## config.mk

```make
export PLATFORM = sky130hd
export DESIGN_NAME = usr_status
export DESIGN_NICKNAME = d
export VERILOG_FILES = /design/src/usr_pkg.sv /design/src/usr_status.sv /design/src/usr_fifo.sv
export VERILOG_INCLUDE_DIRS = /design/src /design/src/src
export SDC_FILE = /design/constraint.sdc
export NUM_CORES = 1
export LEC_CHECK = 0
export BUFFER_PORTS_ARGS = -buffer_cell sky130_fd_sc_hd__buf_2
export CORE_ASPECT_RATIO = 0.9
export CORE_MARGIN = 2
export CORE_UTILIZATION = 45
export DETAILED_ROUTE_END_ITERATION = 8
export MAX_ROUTING_LAYER = met4
export PLACE_DENSITY = 0.73
export SYNTH_ARGS = -nofsm -noshare
export SYNTH_HDL_FRONTEND = slang
export SYNTH_SLANG_ARGS = --single-unit
```

## constraint.sdc

```tcl
create_clock -name sys_clk -period 3.4 [get_ports sys_clk]
set_clock_uncertainty 0.1 [all_clocks]
set_input_delay 0.17 -clock sys_clk [delete_from_list [all_inputs] [get_ports sys_clk]]
set_output_delay 0.17 -clock sys_clk [all_outputs]
set_load 0.01 [all_outputs]
```

## src/usr_regs.svh

```systemverilog
// Register offsets, field positions and reset values of the UART status block.
`ifndef USR_REGS_SVH
`define USR_REGS_SVH

// Register offsets on the captured three-bit address.
`define USR_OFS_RXTX 3'h0
`define USR_OFS_IDENT 3'h2
`define USR_OFS_LINE 3'h5
`define USR_OFS_MODEM 3'h6
`define USR_OFS_SCRATCH 3'h7

// Line condition fields.
`define USR_LC_RDR 0
`define USR_LC_OVR 1
`define USR_LC_PAR 2
`define USR_LC_FRM 3
`define USR_LC_BRK 4
`define USR_LC_THE 5
`define USR_LC_TMT 6
`define USR_LC_RSV 7

// Modem condition fields; the levels sit in bits 4 to 7 in the same order.
`define USR_MC_DSEND 0
`define USR_MC_DSET 1
`define USR_MC_TCALL 2
`define USR_MC_DCARR 3
`define USR_MC_LVL 4

// Modem level index: send permit, modem set, incoming call, carrier.
`define USR_LV_SEND 0
`define USR_LV_SET 1
`define USR_LV_CALL 2
`define USR_LV_CARR 3

// Reset values.
`define USR_RST_LINE 8'h60
`define USR_RST_BYTE 8'h00
`define USR_RST_LVL 4'h0

`endif

```

## src/usr_pkg.sv

```systemverilog
// Types shared by the UART status block.
package usr_pkg;

  typedef logic [2:0] usr_addr_t;
  typedef logic [7:0] usr_byte_t;

  typedef struct packed {
    usr_addr_t addr_q;
    logic rd_q;
    logic wr_q;
    usr_byte_t rbuf;
    logic rdr;
    logic ovr;
    logic par;
    logic frm;
    logic brk;
    logic thre;
    logic temt;
    logic empty_q;
    logic [3:0] delta;
    logic [3:0] lvl;
    usr_byte_t scratch;
    usr_byte_t dout;
    logic irq_rda;
    logic irq_rls;
    logic irq_thre;
    logic irq_ms;
  } usr_state_t;

endpackage

```

## src/usr_status.sv

```systemverilog
// Line and modem condition reporting, scratch storage and host bus front end of the UART.
`timescale 1ns/1ps
`include "usr_regs.svh"

// Contract
// - Received word sets ready flag; buffer read clears.
// - Unread word replaced sets overrun; line read clears.
// - Bad parity sets parity flag; line read clears.
// - Bad stop bit sets framing flag; read clears.
// - Long low input sets break flag; read clears.
// - Holding empty flag; ident read or write clears.
// - Idle flag only when holding and shifter empty.
// - Line condition bit 7 reads zero always.
// - Send permit change sets bit 0, interrupts.
// - Modem set change sets bit 1, interrupts.
// - Incoming call trailing edge sets bit 2.
// - Carrier change sets bit 3, interrupts.
// - Bits 4 to 7 show inverted input levels outside loopback.
// - Scratch register reads back, affects nothing else.
// - Separate buses; output never tri-stated or gated.
// - Address captured on clock while strobe enabled.
// - Single system clock, no oscillator interface.
// - Loopback feeds modem outputs into status logic.
module usr_status (
  // Clock and reset
  input wire logic sys_clk,
  input wire logic srst,
  // Host register bus
  input wire logic addr_strobe_n,
  input wire usr_pkg::usr_addr_t addr,
  input wire logic chip_sel,
  input wire logic rd,
  input wire logic wr,
  input wire usr_pkg::usr_byte_t din,
  output usr_pkg::usr_byte_t dout,
  // Neighbouring register context
  input wire logic dlab_active,
  input wire usr_pkg::usr_byte_t iid_rdata,
  input wire usr_pkg::usr_byte_t ext_rdata,
  // Receiver events
  input wire logic rx_valid,
  input wire usr_pkg::usr_byte_t rx_word,
  input wire logic rx_parity_err,
  input wire logic rx_frame_err,
  input wire logic rx_break,
  // Transmitter side
  output logic tx_valid,
  output usr_pkg::usr_byte_t tx_data,
  input wire logic tx_ready,
  input wire logic tx_shift_busy,
  output logic thr_ready,
  // Modem inputs and loopback sources
  input wire logic send_permit_n,
  input wire logic modem_set_n,
  input wire logic incoming_call_level_n,
  input wire logic carrier_n,
  input wire logic loop_enable,
  input wire logic loop_dtr,
  input wire logic loop_rts,
  input wire logic loop_out1,
  input wire logic loop_out2,
  // Interrupt requests to the priority logic
  output logic irq_rx_data,
  output logic irq_line,
  output logic irq_thr_empty,
  output logic irq_modem
);
  import usr_pkg::*;

  usr_state_t st;
  usr_state_t next_st;

  logic rd_pulse;
  logic wr_pulse;
  logic rxtx_sel;
  logic rbr_rd;
  logic thr_wr;
  logic iid_rd;
  logic line_rd;
  logic modem_rd;
  logic scr_wr;
  logic fifo_ready;
  logic fifo_valid;
  logic fifo_empty;
  logic [3:0] lvl_now;
  logic [3:0] delta_set;
  usr_byte_t line_val;
  usr_byte_t modem_val;

  // Strobes act on their first cycle only, so a long read clears a flag once.
  assign rd_pulse = chip_sel & rd & ~st.rd_q;
  assign wr_pulse = chip_sel & wr & ~st.wr_q;
  assign rxtx_sel = (st.addr_q == `USR_OFS_RXTX) & ~dlab_active;
  assign rbr_rd = rd_pulse & rxtx_sel;
  assign thr_wr = wr_pulse & rxtx_sel & fifo_ready;
  assign iid_rd = rd_pulse & (st.addr_q == `USR_OFS_IDENT);
  assign line_rd = rd_pulse & (st.addr_q == `USR_OFS_LINE);
  assign modem_rd = rd_pulse & (st.addr_q == `USR_OFS_MODEM);
  assign scr_wr = wr_pulse & (st.addr_q == `USR_OFS_SCRATCH);
  assign fifo_empty = ~fifo_valid;

  // In loopback the external modem pins are ignored entirely.
  always_comb begin
    if (loop_enable) begin
      lvl_now[`USR_LV_SEND] = loop_rts;
      lvl_now[`USR_LV_SET] = loop_dtr;
      lvl_now[`USR_LV_CALL] = loop_out1;
      lvl_now[`USR_LV_CARR] = loop_out2;
    end else begin
      lvl_now[`USR_LV_SEND] = ~send_permit_n;
      lvl_now[`USR_LV_SET] = ~modem_set_n;
      lvl_now[`USR_LV_CALL] = ~incoming_call_level_n;
      lvl_now[`USR_LV_CARR] = ~carrier_n;
    end
  end

  always_comb begin
    delta_set[`USR_MC_DSEND] = lvl_now[`USR_LV_SEND] ^ st.lvl[`USR_LV_SEND];
    delta_set[`USR_MC_DSET] = lvl_now[`USR_LV_SET] ^ st.lvl[`USR_LV_SET];
    delta_set[`USR_MC_TCALL] = st.lvl[`USR_LV_CALL] & ~lvl_now[`USR_LV_CALL];
    delta_set[`USR_MC_DCARR] = lvl_now[`USR_LV_CARR] ^ st.lvl[`USR_LV_CARR];
  end

  always_comb begin
    line_val = '0;
    line_val[`USR_LC_RDR] = st.rdr;
    line_val[`USR_LC_OVR] = st.ovr;
    line_val[`USR_LC_PAR] = st.par;
    line_val[`USR_LC_FRM] = st.frm;
    line_val[`USR_LC_BRK] = st.brk;
    line_val[`USR_LC_THE] = st.thre;
    line_val[`USR_LC_TMT] = st.temt;
    line_val[`USR_LC_RSV] = 1'b0;
    modem_val = {st.lvl, st.delta};
  end

  always_comb begin
    next_st = st;
    next_st.rd_q = chip_sel & rd;
    next_st.wr_q = chip_sel & wr;
    if (!addr_strobe_n) begin
      next_st.addr_q = addr;
    end
    // Receive buffer and ready flag; a new word wins over a read in the same cycle.
    if (rbr_rd) begin
      next_st.rdr = 1'b0;
    end
    if (rx_valid) begin
      next_st.rbuf = rx_word;
      next_st.rdr = 1'b1;
    end
    // Error flags clear on a line read unless a fresh event lands at once.
    if (line_rd) begin
      next_st.ovr = 1'b0;
      next_st.par = 1'b0;
      next_st.frm = 1'b0;
      next_st.brk = 1'b0;
    end
    if (rx_valid && st.rdr && !rbr_rd) begin
      next_st.ovr = 1'b1;
    end
    if (rx_valid && rx_parity_err) begin
      next_st.par = 1'b1;
    end
    if (rx_valid && rx_frame_err) begin
      next_st.frm = 1'b1;
    end
    if (rx_break) begin
      next_st.brk = 1'b1;
    end
    // Holding empty is raised when the buffer drains, so a clear by ident read sticks.
    next_st.empty_q = fifo_empty;
    if (iid_rd || thr_wr) begin
      next_st.thre = 1'b0;
    end
    // A write in the same cycle refills the buffer, so the flag must stay low.
    if (fifo_empty && !st.empty_q && !thr_wr) begin
      next_st.thre = 1'b1;
    end
    next_st.temt = fifo_empty & ~tx_shift_busy & ~thr_wr;
    // Modem changes clear on read; a change in the read cycle survives.
    next_st.lvl = lvl_now;
    if (modem_rd) begin
      next_st.delta = 4'h0;
    end
    next_st.delta = next_st.delta | delta_set;
    if (scr_wr) begin
      next_st.scratch = din;
    end
    // Output data is a registered copy of the read mux, independent of the strobes.
    case (st.addr_q)
      `USR_OFS_RXTX: next_st.dout = dlab_active ? ext_rdata : st.rbuf;
      `USR_OFS_IDENT: next_st.dout = iid_rdata;
      `USR_OFS_LINE: next_st.dout = line_val;
      `USR_OFS_MODEM: next_st.dout = modem_val;
      `USR_OFS_SCRATCH: next_st.dout = st.scratch;
      default: next_st.dout = ext_rdata;
    endcase
    next_st.irq_rda = next_st.rdr;
    next_st.irq_rls = next_st.ovr | next_st.par | next_st.frm | next_st.brk;
    next_st.irq_thre = next_st.thre;
    next_st.irq_ms = |next_st.delta;
  end

  // Everything, bus front end included, runs from the one system clock.
  always_ff @(posedge sys_clk) begin
    if (srst) begin
      st <= '0;
      st.thre <= 1'b1;
      st.temt <= 1'b1;
      st.empty_q <= 1'b1;
      st.lvl <= `USR_RST_LVL;
      st.rbuf <= `USR_RST_BYTE;
      st.scratch <= `USR_RST_BYTE;
      st.dout <= `USR_RST_BYTE;
      st.irq_thre <= 1'b1;
    end else begin
      st <= next_st;
    end
  end

  // Writes to a full holding buffer are dropped; thr_ready lets the host avoid that.
  usr_fifo #(
    .WIDTH(8),
    .DEPTH(4)
  ) u_tx_fifo (
    .sys_clk(sys_clk),
    .srst(srst),
    .in_valid(thr_wr),
    .in_data(din),
    .in_ready(fifo_ready),
    .out_valid(fifo_valid),
    .out_data(tx_data),
    .out_ready(tx_ready)
  );

  assign dout = st.dout;
  assign tx_valid = fifo_valid;
  assign thr_ready = fifo_ready;
  assign irq_rx_data = st.irq_rda;
  assign irq_line = st.irq_rls;
  assign irq_thr_empty = st.irq_thre;
  assign irq_modem = st.irq_ms;
endmodule

```

## src/usr_fifo.sv

```systemverilog
// Small shift FIFO with valid and ready on both sides.
`timescale 1ns/1ps
module usr_fifo #(
  parameter int WIDTH = 8,
  parameter int DEPTH = 4
) (
  // Clock and reset
  input wire logic sys_clk,
  input wire logic srst,
  // Fill side
  input wire logic in_valid,
  input wire logic [WIDTH-1:0] in_data,
  output logic in_ready,
  // Drain side
  output logic out_valid,
  output logic [WIDTH-1:0] out_data,
  input wire logic out_ready
);
  localparam int CW = $clog2(DEPTH) + 1;
  localparam logic [CW-1:0] FULL = CW'(DEPTH);

  typedef struct packed {
    logic [DEPTH-1:0][WIDTH-1:0] mem;
    logic [CW-1:0] cnt;
    logic valid;
    logic ready;
  } usr_fifo_t;

  usr_fifo_t st;
  usr_fifo_t next_st;

  // Head always sits in slot zero, so the drain side reads a flop directly.
  always_comb begin
    logic push;
    logic pop;
    logic [CW-1:0] wpos;
    push = in_valid & st.ready;
    pop = st.valid & out_ready;
    next_st = st;
    wpos = st.cnt - CW'(pop);
    if (pop) begin
      for (int i = 0; i < DEPTH - 1; i++) begin
        next_st.mem[i] = st.mem[i+1];
      end
    end
    if (push) begin
      next_st.mem[wpos[CW-2:0]] = in_data;
    end
    next_st.cnt = wpos + CW'(push);
    next_st.valid = (next_st.cnt != '0);
    next_st.ready = (next_st.cnt != FULL);
  end

  always_ff @(posedge sys_clk) begin
    if (srst) begin
      st <= '0;
      st.ready <= 1'b1;
    end else begin
      st <= next_st;
    end
  end

  assign in_ready = st.ready;
  assign out_valid = st.valid;
  assign out_data = st.mem[0];
endmodule

```

==> results.md <==
- Pre-antenna DRT Iters: 4
- Critical Path Start: st[47]
- Per-cell routed wire length: 14.17 um
- Met2 Use GR: 29.33%
- Port bufs: a little under 80
- Worst-Skew Late Latency: 0.36 ns
- Synthesized area: 3855 um2
- Post-cts resize count: 0
- Grt met3 use: 3.125%
- Routed Antenna Nets: 0
- CP Max Fanout: 32
- Diode count: 0
- CTS root buf: clkbuf_8
- RSZ-0062 raised after global routing: no
- Share of Yosys cell area claimed by the top area cell type: 43.62%
- DRC Markers: 0
- CTS max path bufs: 2
- Grt ovf: 0
- Crit end category: register
- GRT Resource Usage Total: between 10% and 20%
- DRT iter0 DRCs: 176
- Share of cells above drive strength 1: 23.52%
- Worst-case vdd ir drop: 0.0002739 V
- Vias in the first global route: 3,003
- GP Congestion: ~0.87
- Final Cell Area: about 4600 um2
- Outcome: completed
- Sequential share of the synthesized area: 43.62%
- Seq cells post-synth: 84
- Die Span Y: 91.81 um
- Maxcap violations: 0
- Detailed Route WL: 8615 um
- Largest net degree at the start of global routing: 47
- Net Count, Synth: 475
- Setup TNS: 0 ns
- Synth area leader: dfxtp_1
- Slew Limit Fails: 0
- Part of the cycle the worst path needs: 71.63%
- FMAX: 410.6 MHz
- Initial antenna violation count: 0
- R2R Path Start: st[47]
- Initial Util: 45.63%
- Max transition margin: 29.27%
- IO Pins: 79
- Placed standard-cell area: between 4000 and 5000 um2
- Finished Layout Cells: 608
- Count leader, synth: dfxtp_1
- FFs w/ async S/R, synth: 0%
- Critical Path Start Type: register
- H-tree Lvls: 3
- GRT busiest layer: met2
- Synth area leaders: dfxtp_1, mux2i_1, nor2_1
- WS Path Type: reg2reg
- Synth Flop Type: dfxtp_1
- Final-report setup violation count: 0
- CORE AREA: about 8400 um2
- Filler instances: between 700 and 800
- HP Start: ext_rdata[7]
- Cell Rows: 32
- Worst slew pin tran: 1.060 ns
- Post-DP HPWL: 5971 um
- Placed Cells incl. Taps: 572
- CTS buffer count: 9
- Post-synth EDFFs: 0
- Post-synth top cells: dfxtp_1, nor2_1, mux2i_1, a211oi_1, buf_4
- Die width: between 100 and 150 um
- Worst EP required: 3.57 ns
- Final Critical Period: between 2 and 2.5 ns
- First-pass GRT wire length: 14,310 um
- Syn_area_per_cell: 9.311 um2
- WP data arrival: 2.61 ns
- Total Die Area: 9324 um2
- Clk slew on worst S/H paths: 0.09 ns
- Via Count: 3,154
- Met1 Track Usage GR: a little over a quarter
- Count of cell types in the netlist: 37
- Post-Syn Instances: between 400 and 500
- YS warnings: 0
- P&R area growth vs syn: 19.60%
- Final hold vios: 0
- PD cells: 498.7 nW/um2
- CTS sink cnt: 84
- Pleak: 2.121 nW
- DR vias/cell: 5.188
- Hold/Removal Path Class: in2reg
- CTS tree: built
- Fin nets: 545
kinds of logic (layout without fill, tap and decap cells):
logic type | count (synthesis) | count (layout) | share of synthesized area (%)
AOI/OAI and AO/OA | 80 | 80 | 14.28
xor gates and xnor gates | 2 | 2 | 0.4545
adders and majority gates | 4 | 4 | 1.298
buffers and inverters | 57 | 132 | 7.400
DFF | 84 | 84 | 43.62
muxes | 67 | 67 | 17.88
and+or+nand+nor | 120 | 120 | 15.06
cell type report:
class / instances / area (um2) / share of cell area (%)
clock buffer: 10 / 127.6 / 2.768
tap: 119 / 148.9 / 3.229
clock inverter: 6 / 88.84 / 1.927
sequential: 84 / 1682 / 36.47
multi-input combinational: 273 / 1894 / 41.09
timing repair buffer: 101 / 613.1 / 13.30
inverter: 15 / 56.30 / 1.221
cell usage in the layout, fill, tap and decap left out, types with 3 or more instances in the layout:
cell type	Yosys	final
mux2i_1	52	52
o21bai_1	5	5
a21oi_1	12	12
buf_2	9	78
buf_4	16	3
nand2_1	9	9
a32oi_1	4	4
o21ai_0	7	7
clkbuf_8	0	9
nor2b_1	13	13
dlygate4sd3_1	0	20
nor3_1	7	7
inv_1	15	15
a21boi_0	5	5
nor2_1	72	72
nor3b_1	4	4
a22oi_1	4	4
dfxtp_1	84	84
o22ai_1	7	7
a211oi_1	32	32
ha_1	4	4
nand4_1	3	3
mux2_2	15	15
critical path, cell delays in order, from the launching register on:
cell and delay, ns:
dfxtp_1 1.03, nor3b_1 0.77, a22oi_1 0.20, a211oi_1 0.24
worst paths after layout:
kind | endpoint | cells after the start | slack (ns)
setup / recovery | dout[6] | 3 | 0.96
hold reg to reg | st[28] | 1 | 0.36
hold / removal | dout[7] | 3 | 0.01
setup reg to reg | dout[6] | 3 | 0.96
layer usage:
layer	share of wire (%)	up-vias	wire length (um)
met5	0	-	0
met4	2.3	0	195
met3	5.5	16	473
met2	45	96	3882
met1	47	1463	4065
li1	-	1579	-
through the flow:
stage	setup WS, ns	power, mW	util (%)	hold WS, ns
2_1_floorplan	1.072	1.420	-	0.1838
3_3_place_gp	1.111	1.515	49.64	0.3004
3_5_place_dp	1.006	1.525	49.64	0.3071
4_1_cts	0.9844	2.317	54.58	0.0008566
5_1_grt	0.7194	2.409	54.58	0.02422
6_report	0.9646	2.299	54.58	0.01074
flip-flops by register name, indices dropped and copies added (netlist names), 5 cells and up:
register / count
dout: 8
line_val: 5
modem_val: 8
st: 22
u_tx_fifo.out_data: 8
u_tx_fifo.st: 27
where the power goes:
group	leakage, nW	internal, mW	switching [mW]
sequential	0.687	1.06	0.0511
combinational	1.33	0.196	0.222
clock	0.102	0.414	0.360
total	2.12	1.67	0.633
timing repair:
| item | CTS | global route |
|---|---|---|
| hold buffers | 20 | 0 |
| setup endpoints to repair | 0 | 0 |
| endpoints found under the hold margin | 19 | 0 |
| setup buffers | 0 | 0 |
No activity file was read; power rests on OpenSTA's default activity.
